--- config.mk ---
export PLATFORM = sky130hd
export DESIGN_NAME = ldsr_top
export DESIGN_NICKNAME = d
export VERILOG_FILES = /design/src/core/ldsr_pkg.sv /design/src/core/ldsr_bus_slave.sv /design/src/core/ldsr_top.sv
export SDC_FILE = /design/constraint.sdc
export NUM_CORES = 1
export LEC_CHECK = 0
export BUFFER_PORTS_ARGS = -buffer_cell sky130_fd_sc_hd__buf_2
export CORE_MARGIN = 3
export CORE_UTILIZATION = 32
export CTS_BUF_LIST = sky130_fd_sc_hd__clkbuf_16
export DETAILED_ROUTE_END_ITERATION = 10
export HOLD_SLACK_MARGIN = 0.05
export PLACE_DENSITY = 0.45
export SLEW_MARGIN = 25
export SYNTH_ARGS = -nofsm -noshare
export SYNTH_HDL_FRONTEND = slang
export SYNTH_HIERARCHICAL = 1
export SYNTH_SLANG_ARGS = --single-unit
--- constraint.sdc ---
create_clock -name mclk -period 2.9 [get_ports mclk]
set_input_delay 0.58 -clock mclk [delete_from_list [all_inputs] [get_ports mclk]]
set_output_delay 0.58 -clock mclk [all_outputs]
set_load 0.01 [all_outputs]
--- src/core/ldsr_pkg.sv ---
// constants and types for the load diagnostic status register group
// Overview of operation
// - register 0x0A holds ch1 limit in 7:4, ch2 in 3:0, resets 0x11
// - limit code picks half-ohm steps, 0000 is 0.5 ohm, 1001 is 5 ohm
// - register 0x0B holds ch3 limit in 7:4, ch4 in 3:0, resets 0x11
// - 0x0C holds ch1 then ch2 results: ground, supply, open, shorted; reset 0
// - a result bit reads 1 only when that condition was found
// - 0x0D holds ch3 and ch4 results in the same layout, reset 0
// - 0x0E flags line output, ch1 bit 3 down to ch4 bit 0, 7:4 zero
// - 0x0F holds 2-bit state per channel, ch1 highest, resets 0x55
// - state codes: 00 play, 01 high impedance, 10 muted, 11 diagnosing
// - 0x10 holds overcurrent flags in 7:4 and dc-fault flags in 3:0
// - a fault flag reads 1 while its fault is detected on the channel
// - unless skipped, diagnose on leaving high impedance and after a fault
// - line output results are set only while the line check is enabled
package ldsr_pkg;

    localparam logic [6:0] DEV_ADDR        = 7'h2A; // arbitrary value
    localparam logic [7:0] OFS_THRESH_12   = 8'h0A;
    localparam logic [7:0] OFS_THRESH_34   = 8'h0B;
    localparam logic [7:0] OFS_RESULT_12   = 8'h0C;
    localparam logic [7:0] OFS_RESULT_34   = 8'h0D;
    localparam logic [7:0] OFS_LINE_OUT    = 8'h0E;
    localparam logic [7:0] OFS_STATE       = 8'h0F;
    localparam logic [7:0] OFS_FAULT       = 8'h10;
    localparam logic [7:0] RST_THRESH      = 8'h11;
    localparam logic [7:0] RST_RESULT      = 8'h00;
    localparam logic [7:0] RST_STATE       = 8'h55;
    localparam logic [3:0] RST_FLAGS       = 4'h0;
    localparam logic [1:0] ST_PLAY         = 2'h0;
    localparam logic [1:0] ST_HIZ          = 2'h1;
    localparam logic [1:0] ST_MUTE         = 2'h2;
    localparam logic [1:0] ST_DIAG         = 2'h3;
    localparam logic [3:0] BITS_PER_BYTE   = 4'h8;
    localparam logic [3:0] ACK_SLOT        = 4'h9;

    typedef enum logic [4:0] {
        I_IDLE = 5'h01,
        I_DEV  = 5'h02,
        I_PTR  = 5'h04,
        I_WDAT = 5'h08,
        I_RDAT = 5'h10
    } ldsr_bus_st_t;

    typedef enum logic [1:0] {
        D_IDLE = 2'h1,
        D_RUN  = 2'h2
    } ldsr_diag_st_t;

    typedef struct packed {
        logic       vld;
        logic [7:0] addr;
        logic [7:0] data;
    } ldsr_wr_t;

    // one channel's measurement, handed in when a run completes
    typedef struct packed {
        logic       short_to_ground_flag;
        logic       short_to_supply_flag;
        logic       open_load_flag;
        logic       line_output_found;
        logic [3:0] load_code;
    } ldsr_chmeas_t;

    typedef struct packed {
        logic [1:0]   scl_s;
        logic [1:0]   sda_s;
        logic         scl_d;
        logic         sda_d;
        ldsr_bus_st_t st;
        logic [3:0]   cnt;
        logic [7:0]   sh;
        logic [7:0]   ptr;
        logic         rd;
        logic         nack;
        logic         oe;
        logic         sda_o;
        ldsr_wr_t     wr;
    } ldsr_bus_s_t;

    typedef struct packed {
        logic [7:0]      thr12;
        logic [7:0]      thr34;
        logic [3:0][3:0] res;
        logic [3:0]      lo;
        logic [3:0][1:0] rep;
        logic [3:0]      oc;
        logic [3:0]      dc;
        logic [3:0][1:0] prev_ctrl;
        logic [3:0]      prev_flt;
        logic [3:0]      pend;
        ldsr_diag_st_t   dst;
        logic [3:0]      mask;
    } ldsr_regs_t;

endpackage : ldsr_pkg

--- src/core/ldsr_bus_slave.sv ---
// two-wire control bus slave with register pointer and auto increment
`timescale 1ns/1ns
`default_nettype none
module ldsr_bus_slave (
    input  wire logic           mclk,
    input  wire logic           rst_n,
    input  wire logic           scl_in,
    input  wire logic           sda_in,
    output logic                sda_out,
    output logic                sda_oe,
    output logic [7:0]          ptr,
    input  wire logic [7:0]     rdata,
    output ldsr_pkg::ldsr_wr_t  wr
);

    ldsr_pkg::ldsr_bus_s_t q_ff;
    ldsr_pkg::ldsr_bus_s_t nxt_q;

    logic scl;
    logic sda;
    logic rise;
    logic fall;
    logic start;
    logic stop;

    always_comb begin
        scl   = q_ff.scl_s[1];
        sda   = q_ff.sda_s[1];
        rise  = scl & ~q_ff.scl_d;
        fall  = ~scl & q_ff.scl_d;
        start = scl & q_ff.scl_d & q_ff.sda_d & ~sda;
        stop  = scl & q_ff.scl_d & ~q_ff.sda_d & sda;
        nxt_q        = q_ff;
        nxt_q.scl_s  = {q_ff.scl_s[0], scl_in};
        nxt_q.sda_s  = {q_ff.sda_s[0], sda_in};
        nxt_q.scl_d  = scl;
        nxt_q.sda_d  = sda;
        nxt_q.sda_o  = 1'b0;
        nxt_q.wr.vld = 1'b0;
        if (start) begin
            nxt_q.st  = ldsr_pkg::I_DEV;
            nxt_q.cnt = 4'h0;
            nxt_q.oe  = 1'b0;
        end else if (stop) begin
            nxt_q.st = ldsr_pkg::I_IDLE;
            nxt_q.oe = 1'b0;
        end else if (q_ff.st != ldsr_pkg::I_IDLE) begin
            if (rise) begin
                if (q_ff.cnt < ldsr_pkg::BITS_PER_BYTE) begin
                    nxt_q.cnt = q_ff.cnt + 4'h1;
                    if (q_ff.st != ldsr_pkg::I_RDAT) begin
                        nxt_q.sh = {q_ff.sh[6:0], sda};
                    end
                end else if (q_ff.cnt == ldsr_pkg::ACK_SLOT
                             && q_ff.st == ldsr_pkg::I_RDAT) begin
                    nxt_q.nack = sda;
                end
            end else if (fall) begin
                if (q_ff.cnt == ldsr_pkg::BITS_PER_BYTE) begin
                    nxt_q.cnt = ldsr_pkg::ACK_SLOT;
                    case (q_ff.st)
                        ldsr_pkg::I_DEV: begin
                            if (q_ff.sh[7:1] == ldsr_pkg::DEV_ADDR) begin
                                nxt_q.oe = 1'b1;
                                nxt_q.rd = q_ff.sh[0];
                            end else begin
                                nxt_q.st = ldsr_pkg::I_IDLE;
                            end
                        end
                        ldsr_pkg::I_PTR: begin
                            nxt_q.ptr = q_ff.sh;
                            nxt_q.oe  = 1'b1;
                        end
                        ldsr_pkg::I_WDAT: begin
                            nxt_q.oe = 1'b1;
                            nxt_q.wr = '{vld: 1'b1, addr: q_ff.ptr,
                                         data: q_ff.sh};
                        end
                        ldsr_pkg::I_RDAT: begin
                            nxt_q.oe  = 1'b0;
                            nxt_q.ptr = q_ff.ptr + 8'h01;
                        end
                        default: nxt_q.st = ldsr_pkg::I_IDLE;
                    endcase
                end else if (q_ff.cnt == ldsr_pkg::ACK_SLOT) begin
                    nxt_q.cnt = 4'h0;
                    nxt_q.oe  = 1'b0;
                    case (q_ff.st)
                        ldsr_pkg::I_DEV: begin
                            if (q_ff.rd) begin
                                nxt_q.st   = ldsr_pkg::I_RDAT;
                                nxt_q.sh   = rdata;
                                nxt_q.oe   = ~rdata[7];
                                nxt_q.nack = 1'b0;
                            end else begin
                                nxt_q.st = ldsr_pkg::I_PTR;
                            end
                        end
                        ldsr_pkg::I_PTR:  nxt_q.st = ldsr_pkg::I_WDAT;
                        ldsr_pkg::I_WDAT: nxt_q.ptr = q_ff.ptr + 8'h01;
                        ldsr_pkg::I_RDAT: begin
                            // master nack ends the read; reads alter only the register pointer
                            if (q_ff.nack) begin
                                nxt_q.st = ldsr_pkg::I_IDLE;
                            end else begin
                                nxt_q.sh = rdata;
                                nxt_q.oe = ~rdata[7];
                            end
                        end
                        default: nxt_q.st = ldsr_pkg::I_IDLE;
                    endcase
                end else if (q_ff.st == ldsr_pkg::I_RDAT) begin
                    nxt_q.sh = {q_ff.sh[6:0], 1'b0};
                    nxt_q.oe = ~q_ff.sh[6];
                end
            end
        end
    end

    always_ff @(posedge mclk or negedge rst_n) begin
        if (!rst_n) begin
            q_ff <= '{scl_s: 2'h3, sda_s: 2'h3, scl_d: 1'b1, sda_d: 1'b1,
                      st: ldsr_pkg::I_IDLE, default: '0};
        end else begin
            q_ff <= nxt_q;
        end
    end

    assign sda_out = q_ff.sda_o;
    assign sda_oe  = q_ff.oe;
    assign ptr     = q_ff.ptr;
    assign wr      = q_ff.wr;

endmodule : ldsr_bus_slave
`default_nettype wire

--- src/core/ldsr_top.sv ---
// load diagnostic thresholds, results, channel state and fault registers
`timescale 1ns/1ns
`default_nettype none
module ldsr_top (
    input  wire logic                       mclk,
    input  wire logic                       rst_n,
    input  wire logic                       scl_in,
    input  wire logic                       sda_in,
    output logic                            sda_out,
    output logic                            sda_oe,
    input  wire logic [7:0]                 chan_state_ctrl,
    input  wire logic                       skip_auto_diagnostics,
    input  wire logic                       line_output_check_enable,
    input  wire logic [3:0]                 oc_det,
    input  wire logic [3:0]                 dc_det,
    input  wire logic                       meas_vld,
    input  wire ldsr_pkg::ldsr_chmeas_t [3:0] meas,
    output logic [3:0]                      diag_mask
);

    ldsr_pkg::ldsr_regs_t q_ff;
    ldsr_pkg::ldsr_regs_t nxt_q;

    logic [7:0]          ptr;
    logic [7:0]          rdata;
    ldsr_pkg::ldsr_wr_t  wr;
    logic [3:0][1:0]     ctrl;
    logic [3:0][3:0]     thr;
    logic [3:0]          flt;
    logic [3:0]          trig;
    logic [3:0][3:0]     res_upd;
    logic [3:0]          lo_upd;
    logic [3:0][1:0]     rep_nx;
    logic                running;

    assign ctrl    = chan_state_ctrl;
    assign thr     = {q_ff.thr12, q_ff.thr34};
    assign flt     = oc_det | dc_det;
    assign running = (q_ff.dst == ldsr_pkg::D_RUN);

    ldsr_bus_slave u_bus (
        .mclk    (mclk),
        .rst_n   (rst_n),
        .scl_in  (scl_in),
        .sda_in  (sda_in),
        .sda_out (sda_out),
        .sda_oe  (sda_oe),
        .ptr     (ptr),
        .rdata   (rdata),
        .wr      (wr)
    );

    // index 3 is channel 1 so packed arrays match register bit order
    for (genvar i = 0; i < 4; i++) begin : g_ch
        logic left_hiz;
        logic new_flt;
        logic new_diag;
        logic shorted;
        assign left_hiz = (q_ff.prev_ctrl[i] == ldsr_pkg::ST_HIZ)
                        & (ctrl[i] != ldsr_pkg::ST_HIZ);
        assign new_flt  = flt[i] & ~q_ff.prev_flt[i];
        assign new_diag = (q_ff.prev_ctrl[i] != ldsr_pkg::ST_DIAG)
                        & (ctrl[i] == ldsr_pkg::ST_DIAG);
        // explicit diag request runs even when automatic runs are skipped
        assign trig[i]  = (~skip_auto_diagnostics & (left_hiz | new_flt))
                        | new_diag;
        // codes above 1001 still compare, their meaning is undefined
        assign shorted  = (meas[i].load_code <= thr[i]);
        assign res_upd[i] = q_ff.mask[i]
                          ? {meas[i].short_to_ground_flag,
                             meas[i].short_to_supply_flag,
                             meas[i].open_load_flag,
                             shorted}
                          : q_ff.res[i];
        assign lo_upd[i]  = q_ff.mask[i]
                          ? (line_output_check_enable
                             & meas[i].line_output_found)
                          : q_ff.lo[i];
        assign rep_nx[i]  = (running & q_ff.mask[i])
                          ? ldsr_pkg::ST_DIAG : ctrl[i];
    end

    always_comb begin
        nxt_q           = q_ff;
        nxt_q.prev_ctrl = ctrl;
        nxt_q.prev_flt  = flt;
        nxt_q.oc        = oc_det;
        nxt_q.dc        = dc_det;
        nxt_q.rep       = rep_nx;
        if (wr.vld) begin
            case (wr.addr)
                ldsr_pkg::OFS_THRESH_12: nxt_q.thr12 = wr.data;
                ldsr_pkg::OFS_THRESH_34: nxt_q.thr34 = wr.data;
                default: ; // read-only and unmapped writes dropped
            endcase
        end
        unique case (q_ff.dst)
            ldsr_pkg::D_IDLE: begin
                nxt_q.pend = q_ff.pend | trig;
                if (|q_ff.pend) begin
                    // triggers landing now stay pending, none are lost
                    nxt_q.dst  = ldsr_pkg::D_RUN;
                    nxt_q.mask = q_ff.pend;
                    nxt_q.pend = trig;
                end
            end
            ldsr_pkg::D_RUN: begin
                nxt_q.pend = q_ff.pend | trig;
                if (meas_vld) begin
                    // results change only here
                    nxt_q.res  = res_upd;
                    nxt_q.lo   = lo_upd;
                    nxt_q.dst  = ldsr_pkg::D_IDLE;
                    nxt_q.mask = 4'h0;
                end
            end
        endcase
    end

    // pure mux, a read has no side effect
    always_comb begin
        case (ptr)
            ldsr_pkg::OFS_THRESH_12: rdata = q_ff.thr12;
            ldsr_pkg::OFS_THRESH_34: rdata = q_ff.thr34;
            ldsr_pkg::OFS_RESULT_12:
                rdata = {q_ff.res[3], q_ff.res[2]};
            ldsr_pkg::OFS_RESULT_34:
                rdata = {q_ff.res[1], q_ff.res[0]};
            ldsr_pkg::OFS_LINE_OUT:  rdata = {4'h0, q_ff.lo};
            ldsr_pkg::OFS_STATE:     rdata = q_ff.rep;
            ldsr_pkg::OFS_FAULT:     rdata = {q_ff.oc, q_ff.dc};
            default:                 rdata = 8'h00;
        endcase
    end

    always_ff @(posedge mclk or negedge rst_n) begin
        if (!rst_n) begin
            q_ff <= '{thr12:     ldsr_pkg::RST_THRESH,
                      thr34:     ldsr_pkg::RST_THRESH,
                      res:       {ldsr_pkg::RST_RESULT,
                                  ldsr_pkg::RST_RESULT},
                      lo:        ldsr_pkg::RST_FLAGS,
                      rep:       ldsr_pkg::RST_STATE,
                      oc:        ldsr_pkg::RST_FLAGS,
                      dc:        ldsr_pkg::RST_FLAGS,
                      prev_ctrl: ldsr_pkg::RST_STATE,
                      prev_flt:  ldsr_pkg::RST_FLAGS,
                      pend:      ldsr_pkg::RST_FLAGS,
                      dst:       ldsr_pkg::D_IDLE,
                      mask:      ldsr_pkg::RST_FLAGS};
        end else begin
            q_ff <= nxt_q;
        end
    end

    assign diag_mask = q_ff.mask;

endmodule : ldsr_top
`default_nettype wire

==> results.md <==
- Clock tree buffer depth: 2
- HPWL after detailed placement: 12360 um
- Layout cell share with drive strength beyond 1: just over 30%
- Pwr Density: 652.3 nW/um^2
- 1st-pass router iterations: 4
- Fmax: just over 400 MHz
- Critical path type: flip-flop to flip-flop
- Synth warnings: 6
- ANT cells: 0
- Setup TNS: 0 ns
- Routed vias/inst: around 5.1
- # Post-CTS Setup Buffers: 0
- Final GP Congestion: between 0.8 and 0.9
- Initial antenna violation count: 0
- Synth Cell Area: ~6700 sq um
- Worst-Margin Slew: approximately 0.92 ns
- # DRC: 0
- Peak VDD IR: around 0.38 mV
- Die Width: approximately 150 um
- Placed Area: 7101 sq um
- Largest net degree at the start of global routing: 57
- Worst skew pair latency: approximately 0.42 ns
- DR vias: about 4.7k
- Power, Total: 5.015 mW
- Die Area: approximately 23000 sq um
- Status: finished, final reports clean
- Netlist cell types: 75
- Post-Layout Cell Count: 914
- Synthesis-to-layout area growth: 14.01%
- Net Count, Synth: slightly below 700
- Synth Instances: about 600
- WL final: approximately 17000 um
- Vias in the first global route: between 4k and 5k
- Cell Rows: 52
- Final Hold Fails: 0
- Hold Buf Count CTS: 0
- Seq/Total Area, Yosys: ~47%
- Top FF cell, synth: dfrtp_1
- Worst R2R Path Depth: 7
- H-tree levels: 4
- Critical Path AT: ~2.8 ns
- Initial core utilization: between 30% and 40%
- Die height: 151.2 um
- Worst Setup End Kind: flip-flop
- Total grt overflow: 0
- CP Max Fanout: 25
- Setup violators final: 0
- Final ANT Viol Nets: 0
- Clock transition at path regs: about 0.060 ns
- Total clock sinks: roughly 130
- Routed len/inst: ~18 um
- Hold/Removal Path Class: primary input to asynchronous set/reset pin
- EDFF count, synth: 0
- Static Leak: 3.489 nW
- Slew headroom: ~39%
- Placed insts: slightly below 900
- Seq cells post-synth: about 130
- Layout Skew: 0.02083 ns
- I/O Buffers: a little under 60
- Starting DRC count in detailed routing: approximately 340
- CTS tree: built
- Asr flop ratio synth: 100.0%
- RSZ-0062 raised after global routing: false
- Reg2Reg Setup Slack: around 0.42 ns
- Post-route cell area: around 7700 sq um
- Slew Viols, Final: 0
- Top-level I/O count: 61
- Worst Setup Start Kind: flip-flop
- Core footprint: roughly 20000 sq um
- R2r endpoint: u_bus/q_ff[30]
- Cts bufs inserted: 17
- First-pass GRT wire length: between 20000 and 30000 um
- Clk root buf: clkbuf_16
- Crit share post-route: 85.41%
- All-Layer GR Usage: 15.40%
- Data required, critical path: around 3.2 ns
- Post-CTS sizing: 0
- Synthesized area per cell: roughly 11 sq um
- Min Tclk post-route: ~2.5 ns
- Nets: approximately 710
- # Max-Cap Violations: 0
- FF-to-FF Start: u_bus/ptr[0]
per-stage QoR:
step           setup slack, ns  hold WS [ns]  util, %
2_1_floorplan           0.6419        0.2844        -
3_3_place_gp            0.5676        0.3456    34.65
3_5_place_dp            0.4729        0.3470    34.65
4_1_cts                 0.4506        0.2444    37.52
5_1_grt                 0.2561        0.2391    37.52
6_report                0.4232        0.2249    37.52
cell families after synthesis:
family | Yosys count | share of synthesized area, %
AOI/OAI and AO/OA | 147 | 15.86
xor gates and xnor gates | 3 | 0.3897
adders and majority gates | 23 | 4.267
buffers and inverters | 80 | 6.735
DFF | 125 | 46.75
muxes | 70 | 12.67
other | 1 | 0.05561
and+or+nand+nor | 150 | 13.27
cells in the final DEF, fill, tap and decap left out, drive strengths merged, types with 6 or more instances in the layout:
cell,synthesis,final
o21a,9,9
a32oi,8,8
nand4b,6,6
nor2,18,18
nand2,40,40
dfrtp,105,105
nand4,8,8
buf,43,65
a22o,18,18
nand2b,7,7
a21o,10,10
and2,6,6
o21ai,29,29
mux2i,10,10
inv,28,34
a22oi,13,13
mux2,60,60
nand3,19,19
nor2b,7,7
a21oi,25,25
dfstp,20,20
clkbuf,9,17
ha,23,23
sequential cells by signal, summed over array words and instances (netlist names):
register and cells:
q_ff 70, u_bus/q_ff 21, u_bus/wr 17, u_bus/ptr 8, diag_mask 4, u_bus/nxt_q 4, u_bus/sda_oe 1
layout make-up:
type,count,area (sq um)
repair buffers,65,367.9
inverters,28,105.1
well taps,270,337.8
clock buffers,17,425.4
multi-input cells,394,3137
flip-flops and latches,125,3153
clock inverters,15,162.7
fillers,2042,12810
power by group:
| group | internal, mW | switching, mW |
|---|---|---|
| Sequential | 2.01 | 0.228 |
| Combinational | 0.323 | 0.343 |
| Clock | 1.28 | 0.837 |
| Total | 3.61 | 1.41 |
per-layer routing:
| metal | vias to the layer above | part of all wire, % | global-route usage [%] |
|---|---|---|---|
| met2 | 81 | 48 | 24.47 |
| met5 | - | 0 | 0 |
| met3 | 5 | 3.0 | 3.381 |
| met1 | 2379 | 48 | 21.47 |
| li1 | 2236 | - | - |
| met4 | 0 | 0.69 | 3.717 |
worst max-delay path: stages (launching register included):
cell,delay (ns)
dfrtp_1,0.88
nor2_1,0.17
nand3b_1,0.25
o22ai_1,0.13
a311o_1,0.30
a22o_1,0.21
a22o_1,0.17
mux2_2,0.25
how the worst max path moves through the flow:
stage,startpoint,end,slack (ns)
2_1_floorplan,u_bus/q_ff[47],u_bus/wr[10],0.64
3_3_place_gp,u_bus/ptr[0],u_bus/sda_oe,0.57
3_5_place_dp,u_bus/ptr[0],u_bus/q_ff[30],0.47
4_1_cts,u_bus/ptr[0],u_bus/q_ff[30],0.45
5_1_grt,u_bus/ptr[0],u_bus/sda_oe,0.26
6_report,u_bus/ptr[0],u_bus/q_ff[30],0.42
synthesized netlist by cell type (5+ instances only):
library cell / n / area, sq um
dfrtp_1: 105 / 2628
a21oi_1: 24 / 120.1
a22oi_1: 13 / 97.59
inv_1: 28 / 105.1
nand2b_1: 7 / 43.79
nand4b_1: 6 / 52.55
a22o_1: 18 / 157.7
dfstp_2: 20 / 525.5
ha_1: 23 / 287.8
clkbuf_1: 9 / 33.78
a21o_1: 10 / 75.07
o21a_1: 9 / 67.56
nand4_1: 7 / 43.79
nor2_1: 18 / 67.56
o31ai_1: 5 / 37.54
buf_4: 30 / 225.2
mux2_4: 21 / 315.3
and2_1: 5 / 31.28
a32oi_1: 8 / 70.07
mux2i_1: 10 / 100.1
nand3_1: 19 / 95.09
nand2_1: 38 / 142.6
buf_2: 9 / 45.04
nor2b_1: 7 / 43.79
o21ai_0: 28 / 140.1
mux2_2: 39 / 439.2
Power figures use the tool's default switching activity.
